<file path="src/sdpm_pkg.sv">
// package for the spi and decoder pin multiplexer
package sdpm_pkg;
  // pull-up register bit positions
  localparam int unsigned PE_PUR_SS_BIT = 7;
  localparam int unsigned PC_PUR_PHA_BIT = 0;
  localparam int unsigned PC_PUR_PHB_BIT = 1;
  // reset values
  localparam logic [7:0] PE_PUR_RST = 8'hff;
  localparam logic [7:0] PC_PUR_RST = 8'hff;
  localparam logic ALT_RST = 1'h0;
  localparam logic GPIO_EN_RST_FULL = 1'h0;
  localparam logic GPIO_EN_RST_REDUCED = 1'h1;

  // pin function selected on a shared pin
  typedef enum logic [1:0] {
    SDPM_FN_PERIPH = 2'b00,
    SDPM_FN_ALT = 2'b01,
    SDPM_FN_GPIO = 2'b11,
    SDPM_FN_NONE = 2'b10
  } sdpm_fn_t;

  // one pad: output, output enable (low drives), pull-up
  typedef struct packed {
    logic dout;
    logic oe_n;
    logic pull_up;
  } sdpm_pad_t;

  // general purpose port control for one pin
  typedef struct packed {
    logic gpio_sel;
    logic dir_out;
    logic dout;
  } sdpm_gpio_t;

  // spi b engine side
  typedef struct packed {
    logic master;
    logic sclk_out;
    logic mosi_out;
  } sdpm_spi_t;
endpackage : sdpm_pkg

</file>
<file path="src/sdpm_pin.sv">
// one shared pin: function selection, drive and input synchroniser
`timescale 1ns/100ps
module sdpm_pin (
  input wire logic core_clk_i,
  input wire logic nrst_i,
  input wire sdpm_pkg::sdpm_fn_t fn_i,
  input wire logic alt_drive_i,
  input wire logic alt_dout_i,
  input wire logic gpio_dir_out_i,
  input wire logic gpio_dout_i,
  input wire logic pull_up_i,
  input wire logic pad_in_i,
  output sdpm_pkg::sdpm_pad_t pad_o,
  output logic in_sync_o
);
  import sdpm_pkg::*;

  logic meta_ff;
  logic sync_ff;
  sdpm_pad_t pad_ff;
  logic nxt_meta;
  logic nxt_sync;
  sdpm_pad_t nxt_pad;

  always_comb begin
    nxt_meta = pad_in_i;
    nxt_sync = meta_ff;
    nxt_pad.pull_up = pull_up_i;
    nxt_pad.dout = 1'h0;
    nxt_pad.oe_n = 1'h1;
    unique case (fn_i)
      SDPM_FN_ALT: begin
        nxt_pad.dout = alt_dout_i;
        nxt_pad.oe_n = ~alt_drive_i;
      end
      SDPM_FN_GPIO: begin
        nxt_pad.dout = gpio_dout_i;
        nxt_pad.oe_n = ~gpio_dir_out_i;
      end
      SDPM_FN_PERIPH, SDPM_FN_NONE: begin
        nxt_pad.dout = 1'h0;
        nxt_pad.oe_n = 1'h1;
      end
    endcase
  end

  always_ff @(posedge core_clk_i) begin
    if (!nrst_i) begin
      // pulled-up pin idles high; a low reset value would fake a select
      meta_ff <= 1'h1;
      sync_ff <= 1'h1;
      pad_ff <= '{dout: 1'h0, oe_n: 1'h1, pull_up: 1'h1};
    end else begin
      meta_ff <= nxt_meta;
      sync_ff <= nxt_sync;
      pad_ff <= nxt_pad;
    end
  end

  assign pad_o = pad_ff;
  assign in_sync_o = sync_ff;
endmodule : sdpm_pin

</file>
<file path="src/sdpm_mux.sv">
// pin multiplexer for spi a select and decoder b phase pins
// Operation
// - slave select marks transfer for spi a
// - after reset pin routes spi a select
// - select pull-up on in reset, bit7 disables
// - each gpio pin has own direction
// - spi b clock drives if master, else input
// - phase a alternate bit selects spi b clock
// - phase b alternate bit selects spi b data
// - master data leads latch edge by half; mux passes spi b mosi_out through as the engine drives it
// - full variant resets pins to decoder inputs
// - phase pull-ups on in reset, bits0/1 disable
`timescale 1ns/100ps
module sdpm_mux #(
  parameter bit FULL_VARIANT = 1'b1
) (
  input wire logic core_clk_i,
  input wire logic nrst_i,
  input wire logic [7:0] port_e_pullup_enable_i,
  input wire logic [7:0] port_c_pullup_enable_i,
  input wire logic phase_a_alternate_select_i,
  input wire logic phase_b_alternate_select_i,
  input wire logic pullup_write_i,
  input wire sdpm_pkg::sdpm_gpio_t port_e_bit_seven_i,
  input wire sdpm_pkg::sdpm_gpio_t port_c_bit_zero_i,
  input wire sdpm_pkg::sdpm_gpio_t port_c_bit_one_i,
  input wire sdpm_pkg::sdpm_spi_t spi_b_i,
  input wire logic timer_b_channel_zero_i,
  input wire logic timer_b_channel_zero_oe_i,
  input wire logic timer_b_channel_one_i,
  input wire logic timer_b_channel_one_oe_i,
  input wire logic timer_b_sel_i,
  input wire logic ss_pad_i,
  input wire logic pha_pad_i,
  input wire logic phb_pad_i,
  output sdpm_pkg::sdpm_pad_t ss_pad_o,
  output sdpm_pkg::sdpm_pad_t pha_pad_o,
  output sdpm_pkg::sdpm_pad_t phb_pad_o,
  output logic spi_a_slave_select_n_o,
  output logic decoder_b_phase_a_input_o,
  output logic decoder_b_phase_b_input_o,
  output logic spi_b_serial_clock_o,
  output logic spi_b_master_out_data_o,
  output logic port_e_bit_seven_o,
  output logic port_c_bit_zero_o,
  output logic port_c_bit_one_o,
  output logic timer_b_channel_zero_o,
  output logic timer_b_channel_one_o,
  output logic configured_o
);
  import sdpm_pkg::*;

  // software visible configuration, held here
  logic [7:0] pe_pur_ff;
  logic [7:0] pc_pur_ff;
  logic cfg_done_ff;
  logic [7:0] nxt_pe_pur;
  logic [7:0] nxt_pc_pur;
  logic nxt_cfg_done;

  always_comb begin
    nxt_pe_pur = pe_pur_ff;
    nxt_pc_pur = pc_pur_ff;
    nxt_cfg_done = cfg_done_ff;
    if (pullup_write_i) begin
      nxt_pe_pur = port_e_pullup_enable_i;
      nxt_pc_pur = port_c_pullup_enable_i;
    end
    // reduced variant stays unrouted until software touches config
    if (pullup_write_i || port_c_bit_zero_i.gpio_sel || port_c_bit_one_i.gpio_sel ||
        phase_a_alternate_select_i || phase_b_alternate_select_i) begin
      nxt_cfg_done = 1'h1;
    end
  end

  always_ff @(posedge core_clk_i) begin
    if (!nrst_i) begin
      pe_pur_ff <= PE_PUR_RST;
      pc_pur_ff <= PC_PUR_RST;
      cfg_done_ff <= FULL_VARIANT ? 1'h1 : 1'h0;
    end else begin
      pe_pur_ff <= nxt_pe_pur;
      pc_pur_ff <= nxt_pc_pur;
      cfg_done_ff <= nxt_cfg_done;
    end
  end

  // function selection per pin
  sdpm_fn_t ss_fn;
  sdpm_fn_t pha_fn;
  sdpm_fn_t phb_fn;
  logic pha_alt_drive;
  logic pha_alt_dout;
  logic phb_alt_drive;
  logic phb_alt_dout;

  always_comb begin
    // gpio claim outranks alternate; alternate outranks decoder
    ss_fn = port_e_bit_seven_i.gpio_sel ? SDPM_FN_GPIO : SDPM_FN_PERIPH;
    if (!cfg_done_ff) begin
      pha_fn = SDPM_FN_NONE;
      phb_fn = SDPM_FN_NONE;
    end else begin
      if (port_c_bit_zero_i.gpio_sel) begin
        pha_fn = SDPM_FN_GPIO;
      end else if (phase_a_alternate_select_i || timer_b_sel_i) begin
        pha_fn = SDPM_FN_ALT;
      end else begin
        pha_fn = SDPM_FN_PERIPH;
      end
      if (port_c_bit_one_i.gpio_sel) begin
        phb_fn = SDPM_FN_GPIO;
      end else if (phase_b_alternate_select_i || timer_b_sel_i) begin
        phb_fn = SDPM_FN_ALT;
      end else begin
        phb_fn = SDPM_FN_PERIPH;
      end
    end
    // spi alternate wins over timer when both asked
    if (phase_a_alternate_select_i) begin
      pha_alt_drive = spi_b_i.master;
      pha_alt_dout = spi_b_i.sclk_out;
    end else begin
      pha_alt_drive = timer_b_channel_zero_oe_i;
      pha_alt_dout = timer_b_channel_zero_i;
    end
    if (phase_b_alternate_select_i) begin
      // timing of data against clock is owned by the spi engine
      phb_alt_drive = spi_b_i.master;
      phb_alt_dout = spi_b_i.mosi_out;
    end else begin
      phb_alt_drive = timer_b_channel_one_oe_i;
      phb_alt_dout = timer_b_channel_one_i;
    end
  end

  logic ss_sync;
  logic pha_sync;
  logic phb_sync;

  sdpm_pin u_ss_pin (
    .core_clk_i(core_clk_i),
    .nrst_i(nrst_i),
    .fn_i(ss_fn),
    .alt_drive_i(1'h0),
    .alt_dout_i(1'h0),
    .gpio_dir_out_i(port_e_bit_seven_i.dir_out),
    .gpio_dout_i(port_e_bit_seven_i.dout),
    .pull_up_i(pe_pur_ff[PE_PUR_SS_BIT]),
    .pad_in_i(ss_pad_i),
    .pad_o(ss_pad_o),
    .in_sync_o(ss_sync)
  );

  sdpm_pin u_pha_pin (
    .core_clk_i(core_clk_i),
    .nrst_i(nrst_i),
    .fn_i(pha_fn),
    .alt_drive_i(pha_alt_drive),
    .alt_dout_i(pha_alt_dout),
    .gpio_dir_out_i(port_c_bit_zero_i.dir_out),
    .gpio_dout_i(port_c_bit_zero_i.dout),
    .pull_up_i(pc_pur_ff[PC_PUR_PHA_BIT]),
    .pad_in_i(pha_pad_i),
    .pad_o(pha_pad_o),
    .in_sync_o(pha_sync)
  );

  sdpm_pin u_phb_pin (
    .core_clk_i(core_clk_i),
    .nrst_i(nrst_i),
    .fn_i(phb_fn),
    .alt_drive_i(phb_alt_drive),
    .alt_dout_i(phb_alt_dout),
    .gpio_dir_out_i(port_c_bit_one_i.dir_out),
    .gpio_dout_i(port_c_bit_one_i.dout),
    .pull_up_i(pc_pur_ff[PC_PUR_PHB_BIT]),
    .pad_in_i(phb_pad_i),
    .pad_o(phb_pad_o),
    .in_sync_o(phb_sync)
  );

  // inputs routed to the internal consumers
  typedef struct packed {
    logic ss_n;
    logic pha;
    logic phb;
    logic sclk;
    logic mosi;
    logic pe7;
    logic pc0;
    logic pc1;
    logic tmr0;
    logic tmr1;
  } sdpm_route_t;

  sdpm_route_t route_ff;
  sdpm_route_t nxt_route;

  always_comb begin
    // unselected consumer sees idle level: select high, decoder, spi and timer low; gpio inputs always see the pad
    nxt_route.ss_n = (ss_fn == SDPM_FN_PERIPH) ? ss_sync : 1'h1;
    nxt_route.pha = (pha_fn == SDPM_FN_PERIPH) ? pha_sync : 1'h0;
    nxt_route.phb = (phb_fn == SDPM_FN_PERIPH) ? phb_sync : 1'h0;
    nxt_route.sclk = (pha_fn == SDPM_FN_ALT && phase_a_alternate_select_i && !spi_b_i.master) ?
                     pha_sync : 1'h0;
    nxt_route.mosi = (phb_fn == SDPM_FN_ALT && phase_b_alternate_select_i && !spi_b_i.master) ?
                     phb_sync : 1'h0;
    nxt_route.pe7 = ss_sync;
    nxt_route.pc0 = pha_sync;
    nxt_route.pc1 = phb_sync;
    nxt_route.tmr0 = (pha_fn == SDPM_FN_ALT && !phase_a_alternate_select_i) ? pha_sync : 1'h0;
    nxt_route.tmr1 = (phb_fn == SDPM_FN_ALT && !phase_b_alternate_select_i) ? phb_sync : 1'h0;
  end

  always_ff @(posedge core_clk_i) begin
    if (!nrst_i) begin
      route_ff <= '{ss_n: 1'h1, default: 1'h0};
    end else begin
      route_ff <= nxt_route;
    end
  end

  assign spi_a_slave_select_n_o = route_ff.ss_n;
  assign decoder_b_phase_a_input_o = route_ff.pha;
  assign decoder_b_phase_b_input_o = route_ff.phb;
  assign spi_b_serial_clock_o = route_ff.sclk;
  assign spi_b_master_out_data_o = route_ff.mosi;
  assign port_e_bit_seven_o = route_ff.pe7;
  assign port_c_bit_zero_o = route_ff.pc0;
  assign port_c_bit_one_o = route_ff.pc1;
  assign timer_b_channel_zero_o = route_ff.tmr0;
  assign timer_b_channel_one_o = route_ff.tmr1;
  assign configured_o = cfg_done_ff;
endmodule : sdpm_mux

</file>
<file path="config.mk">
export PLATFORM = sky130hd
export DESIGN_NAME = sdpm_mux
export DESIGN_NICKNAME = d
export VERILOG_FILES = /design/src/sdpm_pkg.sv /design/src/sdpm_pin.sv /design/src/sdpm_mux.sv
export SDC_FILE = /design/constraint.sdc
export NUM_CORES = 1
export LEC_CHECK = 0
export BUFFER_PORTS_ARGS = -buffer_cell sky130_fd_sc_hd__buf_2
export CELL_PAD_IN_SITES_DETAIL_PLACEMENT = 1
export CELL_PAD_IN_SITES_GLOBAL_PLACEMENT = 1
export CORE_ASPECT_RATIO = 0.6
export CORE_MARGIN = 5
export CORE_UTILIZATION = 28
export DETAILED_ROUTE_END_ITERATION = 10
export PLACE_DENSITY_LB_ADDON = 0.3
export SLEW_MARGIN = 20
export SYNTH_ARGS = -nofsm -noshare
export SYNTH_HDL_FRONTEND = slang
export SYNTH_HIERARCHICAL = 1
export SYNTH_SLANG_ARGS = --single-unit
</file>
<file path="constraint.sdc">
create_clock -name core_clk_i -period 0.9 [get_ports core_clk_i]
set_input_delay 0 -clock core_clk_i [delete_from_list [all_inputs] [get_ports core_clk_i]]
set_output_delay 0 -clock core_clk_i [all_outputs]
set_load 0.005 [all_outputs]
</file>
==> flow_metrics.tcl, run 1 <==
set metrics [dict create \
    r2r_end "timer_b_channel_one_o" \
    die-area_mm2 0.00455 \
    num_io_pins 61 \
    drv_cap 0 \
    grt_usage 0.107 \
    finalCritPeriodShare 0.970 \
    ir_drop_mv 0.927 \
    r2r-start "u_phb_pin/in_sync_o" \
    cts_max_path_buffers 2 \
    antenna_found_initial 0 \
    hold_depth 3 \
    critPathLaunchType "input port" \
    clock_skew_ns 0.00181 \
    n_antenna_cell 0 \
    dr.first_iter.drc_count 40 \
    cp_data_arrival_time_ns 1.04 \
    final_common_cell "buf_2" \
    final_area_mm2 0.00144 \
    r2r_slack_ns 0.17 \
    netlist_instances 80 \
    ys_ff_latch 28 \
    slew_violations 0 \
    ff_latch_area_um2 561 \
    wl_mm 2.23 \
    multi_input_area_um2 360 \
    die_h_um 54.3 \
    rsz0062_at_grt "yes" \
    period_minus_slack_ns 0.873 \
    ys_types 19 \
    drive_gt1_frac 0.426 \
    crit_required_ns 1.07 \
    worst_slack_ns 0.0272 \
    gp_congestion 0.712 \
    hold_violations 0 \
    path_max_fanout 9 \
    cts_max_level 1 \
    worstRegToRegCells 2 \
    criticalPathCategory "input port to flip-flop" \
    max_freq_mhz 1150 \
    grt_max_degree 16 \
    postPlaceCellArea_mm2 0.00123 \
    hpwl_mm 1.67 \
    outcome "finished, final reports clean" \
    dp_slack_ns 0.0370 \
    hold_start "pullup_write_i" \
    syn_area_um2 916 \
    vias 779 \
    grt_pass1_vias 797 \
    fillers 380 \
    ys_seq_area_frac 0.612 \
    setup_viol 0 \
    cts_root_buffer "clkbuf_8" \
    clk_pin_slew_worst_paths_ns 0.09 \
    min_to "pe_pur_ff[7]" \
    power_density_mw_per_mm2 1650 \
    syn_to_final_growth_pct 57.1 \
    detail-route-antenna-nets 0 \
    insertion_delay_ns 0.27 \
    port_buffers 46 \
    layout_common_cells "45 x buf_2, 28 x dfxtp_1, 14 x dlygate4sd3_1" \
    nets 190 \
    drc 0 \
    rows 16 \
    grt_first_pass_wirelength_mm 3.78 \
    leakage_nw 0.667 \
    firstDrtPassIters 3 \
    routedWlPerCell_um 11.6 \
    start_util 0.286 \
    setup.worst_path.end_class "flip-flop" \
    die_w_um 83.8 \
    syn_avg_cell_area_um2 11.4 \
    min_path_type "input port to flip-flop" \
    cts_tree "done" \
    cts.sinks 28 \
    viasPerCell 4.04 \
    placeableCoreArea_mm2 0.00320 \
    numCtsBuffers 3 \
    gr-total-overflow 0 \
    yosysWarnings 6 \
]
## power breakdown
part	internal, mW	total, mW	switching [mW]
sequential	1.30	1.31	0.0154
combinational	0.183	0.303	0.120
clock	0.391	0.755	0.364
## how the worst max path moves through the flow
stage                                       end  cells past startpoint  slack, ns                        from
after global placement       u_pha_pin/pad_o[2]                      5       0.04  phase_a_alternate_select_i
after global routing      timer_b_channel_one_o                      4     -0.009                      nrst_i
after CTS                  spi_b_serial_clock_o                      4       0.02                      nrst_i
after detailed placement     u_pha_pin/pad_o[1]                      4       0.04  phase_a_alternate_select_i
after floorplan              u_pha_pin/pad_o[1]                      3       0.20  phase_a_alternate_select_i
final                          port_c_bit_one_o                      4       0.03                      nrst_i
## critical path, stage by stage
cell and delay [ns]:
dlygate4sd3_1 0.53, clkbuf_4 0.18, buf_4 0.17, and2_2 0.16
## synthesized netlist by cell type, drive strengths merged
master   n  share of area
nor2     4          0.016
mux2i    6          0.066
nor3b    2          0.016
or3      2          0.014
nand3b   1         0.0082
nor4b    2          0.019
nor4     1         0.0068
nand3    3          0.016
dfxtp   28           0.61
nand2b   9          0.061
nor3     1         0.0055
mux2     7          0.086
inv      1         0.0041
conb     2         0.0082
and2     2          0.016
buf      1         0.0082
nand2    8          0.036
## logic make-up (layout without fill, tap and decap cells)
group / count (synthesis) / in the layout / synth area share
buffers and inverters: 2 / 69 / 0.0123
multiplexers: 13 / 13 / 0.152
AND/OR/NAND/NOR: 35 / 35 / 0.216
other: 2 / 3 / 0.00820
flip-flops: 28 / 28 / 0.612
## final cells by class
cell class | instances | area share
sequential | 28 | 0.390
timing repair buffer | 64 | 0.280
multi-input combinational | 51 | 0.250
inverter | 1 | 0.00261
tap | 45 | 0.0391
clock buffer | 4 | 0.0383
## state kept, by name, indices dropped and copies added, names as in the netlist, 2 cells and up
signal,count
pc_pur_ff,2
u_pha_pin/pad_o,3
u_phb_pin/pad_o,3
u_ss_pin/pad_o,3
## layer usage
layer  wire length [um]  global-route usage
met3                185              0.0526
met4                  8              0.0160
met2               1050               0.191
met1                985               0.120
met5                  0                   0
## through the flow
step	hold slack, ns	util	power [mW]	TNS, ns	cells
floorplan	0.0619	-	1.44	0	81
global placement	0.181	0.384	1.59	0	175
detailed placement	0.194	0.384	1.60	0	175
CTS	0.0118	0.445	2.41	0	193
global route	0.0209	0.449	2.52	-0.0163	193
finish	0.0195	0.449	2.37	0	193
## repair_timing
action / 4_1_cts / 5_1_grt
resized for setup: 0 / 3
endpoints found under the setup margin: 0 / 5
hold endpoints to repair: 18 / 0
hold buffers: 14 / 0
setup buffers: 0 / 0
(Power assumes the default switching activity.)
==> run 2, diff against run 1 <==
CORE_UTILIZATION = 31   (was 28)
clock period = 1.02 ns   (was 0.9 ns; I/O delays follow)
==> flow_metrics.tcl, run 2 (synthesis gave the netlist of run 1 again) <==
set metrics [dict create \
    antenna_found_initial 0 \
    die_w_um 80.2 \
    rows 15 \
    routedWlPerCell_um 12.1 \
    drv_cap 0 \
    cts_root_buffer "clkbuf_8" \
    r2r_slack_ns 0.22 \
    drive_gt1_frac 0.400 \
    slew_violations 0 \
    critPathLaunchType "input port" \
    hold_depth 3 \
    die_h_um 52.1 \
    clock_skew_ns 0.00503 \
    dr.first_iter.drc_count 12 \
    start_util 0.321 \
    sw_frac_of_total 0.211 \
    clk_pin_slew_worst_paths_ns 0.09 \
    gr-total-overflow 0 \
    finalCritPeriodShare 0.965 \
    min_path_type "input port to flip-flop" \
    vias 760 \
    violations "negative hold slack" \
    hold_violations 1 \
    hpwl_mm 1.70 \
    cts.sinks 28 \
    p_clk_frac 0.285 \
    grt_first_pass_wirelength_mm 3.55 \
    gp_congestion 0.698 \
    fin_util 0.488 \
    cts_tree "done" \
    insertion_delay_ns 0.26 \
    layout_common_cells "46 x buf_2, 28 x dfxtp_1, 14 x dlygate4sd3_1" \
    postCtsSetupBuffers 0 \
    min_to "u_ss_pin/pad_o[2]" \
    setup_viol 0 \
    r2r_end "timer_b_channel_zero_o" \
    final_common_cell "buf_2" \
    postPlaceCellArea_mm2 0.00121 \
    worstRegToRegCells 2 \
    leakage_nw 0.647 \
    drc 0 \
    cts_max_path_buffers 2 \
    rsz0062_at_grt "no" \
    detail-route-antenna-nets 0 \
    crit_required_ns 1.19 \
    nets 188 \
    wl_mm 2.26 \
    path_max_fanout 6 \
    p_total_mw 1.98 \
    n_antenna_cell 0 \
    ir_drop_mv 0.729 \
    syn_to_final_growth_pct 51.9 \
    hold_start "port_e_bit_seven_i[0]" \
    cts_resized 0 \
    numCtsBuffers 3 \
    outcome "finished, violations left" \
    port_buffers 46 \
    power_density_mw_per_mm2 1420 \
    max_freq_mhz 1020 \
    die-area_mm2 0.00418 \
    viasPerCell 4.06 \
    firstDrtPassIters 4 \
    grt_max_degree 15 \
    cts_max_level 1 \
    internal_power_mw 1.56 \
    final_area_mm2 0.00139 \
    placeableCoreArea_mm2 0.00285 \
    timing.hold.ws_ns -0.00402 \
    criticalPathCategory "input port to flip-flop" \
    cp_data_arrival_time_ns 1.15 \
    fin_tns_setup_ns 0 \
    grt_pass1_vias 810 \
    p_seq_frac 0.585 \
    cts_hold_buf 14 \
    period_minus_slack_ns 0.984 \
    p_switching_uw 418 \
    fillers 353 \
    grt_usage 0.114 \
    p_comb_frac 0.130 \
    r2r-start "u_pha_pin/in_sync_o" \
    num_io_pins 61 \
    setup.worst_path.end_class "flip-flop" \
]
==> run 2: changes by cell type in the layout (fill, tap and decap cells not counted) <==
cell	change
buf_2	+1
buf_4	-2
clkbuf_4	-1
clkbuf_8	-1
nor4b_1	+2
nor4b_2	-2
==> run 2: metrics by stage <==
stage | worst slack [ns] | std cells
after global placement | 0.125 | 170
final | 0.0359 | 187
after CTS | 0.0532 | 187
after detailed placement | 0.118 | 170
after global routing | 0.00230 | 187
after floorplan | 0.322 | 81
==> run 2: per-layer routing <==
metal,wire length (um),vias up,global-route usage
li1,-,394,-
met3,172,2,0.0467
met4,7,0,0.0253
met1,880,343,0.120
met2,1200,21,0.213
met5,0,-,0
==> run 2: worst max-delay path: stages <==
cell           delay [ns]
dlygate4sd3_1        0.54
buf_2                0.16
or3_1                0.34
nand2_1              0.07
nor2_1               0.04
==> run 2: power groups by stage <==
stage / combinational (mW) / clock [mW] / sequential, mW
2_1_floorplan: 0.0824 / 0 / 1.19
3_3_place_gp: 0.210 / 0 / 1.18
3_5_place_dp: 0.218 / 0 / 1.18
4_1_cts: 0.262 / 0.599 / 1.16
5_1_grt: 0.286 / 0.640 / 1.16
6_report: 0.258 / 0.565 / 1.16
==> run 2: cell type report <==
| class | count | area, um^2 | area share |
|---|---|---|---|
| Sequential cell | 28 | 561 | 0.403 |
| Clock buffer | 3 | 41.3 | 0.0297 |
| Inverter | 1 | 3.75 | 0.00270 |
| Multi-Input combinational cell | 51 | 348 | 0.250 |
| Tap cell | 42 | 52.6 | 0.0378 |
| Timing Repair Buffer | 62 | 385 | 0.277 |
==> run 2: how the worst max path moves through the flow <==
| stage | from | to | slack (ns) | cells past startpoint |
|---|---|---|---|---|
| floorplan | phase_a_alternate_select_i | u_pha_pin/pad_o[1] | 0.32 | 3 |
| global placement | phase_b_alternate_select_i | u_phb_pin/pad_o[1] | 0.13 | 4 |
| detailed placement | phase_a_alternate_select_i | u_pha_pin/pad_o[1] | 0.12 | 4 |
| CTS | port_c_bit_zero_i[2] | u_pha_pin/pad_o[2] | 0.05 | 5 |
| global route | port_c_bit_zero_i[2] | u_pha_pin/pad_o[2] | 0.002 | 5 |
| finish | port_c_bit_zero_i[2] | u_pha_pin/pad_o[2] | 0.04 | 5 |
==> run 3, diff against run 2 <==
HOLD_SLACK_MARGIN = 0.08   (was unset)
==> flow_metrics.tcl, run 3 (synthesis gave the netlist of run 1 again) <==
set metrics [dict create \
    cts.sinks 28 \
    gr-total-overflow 0 \
    num_io_pins 61 \
    p_comb_frac 0.142 \
    postPlaceCellArea_mm2 0.00121 \
    placeableCoreArea_mm2 0.00285 \
    grt_usage 0.120 \
    cp_data_arrival_time_ns 1.16 \
    rows 15 \
    criticalPathCategory "input port to flip-flop" \
    syn_to_final_growth_pct 61.7 \
    finalCritPeriodShare 0.975 \
    clock_skew_ns 0.00443 \
    insertion_delay_ns 0.26 \
    ff_latch_area_um2 561 \
    wl_mm 2.37 \
    cts_max_level 1 \
    gp_congestion 0.698 \
    final_common_cell "buf_2" \
    grt_first_pass_wirelength_mm 3.73 \
    routedWlPerCell_um 12.2 \
    layout_common_cells "46 x buf_2, 28 x dfxtp_1, 21 x dlygate4sd3_1" \
    n_antenna_cell 0 \
    cts_max_path_buffers 2 \
    multi_input_area_um2 355 \
    fin_tns_setup_ns 0 \
    die_w_um 80.2 \
    grt_pass1_vias 878 \
    detail-route-antenna-nets 0 \
    p_seq_frac 0.576 \
    die_h_um 52.1 \
    outcome "finished, final reports clean" \
    leakage_nw 0.691 \
    drv_cap 0 \
    p_clk_frac 0.282 \
    fin_util 0.519 \
    critPathLaunchType "input port" \
    clk_pin_slew_worst_paths_ns 0.09 \
    setup_viol 0 \
    period_minus_slack_ns 0.994 \
    fillers 342 \
    path_max_fanout 6 \
    dr.first_iter.drc_count 12 \
    setup.worst_path.end_class "flip-flop" \
    hpwl_mm 1.70 \
    postCtsSetupBuffers 0 \
    ir_drop_mv 0.737 \
    grt_max_degree 15 \
    viasPerCell 4.08 \
    port_buffers 46 \
    antenna_found_initial 0 \
    p_switching_uw 425 \
    sw_frac_of_total 0.211 \
    internal_power_mw 1.59 \
    min_path_type "input port to flip-flop" \
    rsz0062_at_grt "no" \
    start_util 0.321 \
    drc 0 \
    max_freq_mhz 1010 \
    crit_required_ns 1.19 \
    vias 795 \
    p_total_mw 2.01 \
    hold_violations 0 \
    slew_violations 0 \
    worst_slack_ns 0.0259 \
    nets 196 \
    final_area_mm2 0.00148 \
    firstDrtPassIters 4 \
    die-area_mm2 0.00418 \
    cts_root_buffer "clkbuf_8" \
    drive_gt1_frac 0.392 \
    power_density_mw_per_mm2 1360 \
    dp_slack_ns 0.118 \
    numCtsBuffers 3 \
    cts_tree "done" \
]
[run 3: cell count changes in the layout (fill, tap and decap cells not counted), sizes merged]
cell          change
dlymetal6s4s      +1
dlygate4sd3       +7
[run 3: cell type report]
cell class / instances / share of cell area
flip-flops and latches: 28 / 0.378
repair buffers: 70 / 0.316
multi-input cells: 51 / 0.240
well taps: 42 / 0.0355
clock buffers: 3 / 0.0279
inverters: 1 / 0.00253
[run 3: power by group through the flow]
stage / registers (mW) / logic, mW / clock network (mW)
floorplan: 1.19 / 0.0824 / 0
global placement: 1.18 / 0.210 / 0
detailed placement: 1.18 / 0.218 / 0
CTS: 1.16 / 0.285 / 0.599
global route: 1.16 / 0.315 / 0.640
finish: 1.16 / 0.286 / 0.566
[run 3: per-stage QoR]
step	hold WS [ns]	std cells
after floorplan	0.0619	81
after global placement	0.179	170
after detailed placement	0.185	170
after CTS	0.0810	195
after global routing	0.0800	195
final	0.0907	195
[run 3: path summary, 6_finish.rpt]
check / start / endpoint / slack, ns / cells after the start
max: port_c_bit_zero_i[2] / u_pha_pin/pad_o[2] / 0.03 / 5
min: timer_b_sel_i / u_pha_pin/pad_o[1] / 0.09 / 3
max reg2reg: u_pha_pin/in_sync_o / timer_b_channel_zero_o / 0.21 / 2
min reg2reg: u_pha_pin/meta_ff / u_pha_pin/in_sync_o / 0.41 / 1
[run 3: timing repair]
item | in CTS | in global routing
setup endpoints to repair | 0 | 1
hold buffers | 22 | 0
hold endpoints to repair | 21 | 0
gates resized for setup | 0 | 3
[run 3: worst max-delay path: stages]
cell and delay, ns:
dlygate4sd3_1 0.55, buf_2 0.16, or3_1 0.34, nand2_1 0.07, nor2_1 0.04
[run 3: routing by layer]
layer / global-route usage / share of wire / vias to the layer above
met5: 0 / 0 / -
met4: 0.0253 / 0.0030 / 0
met3: 0.0433 / 0.062 / 2
met2: 0.236 / 0.54 / 21
met1: 0.121 / 0.39 / 363
li1: - / - / 409
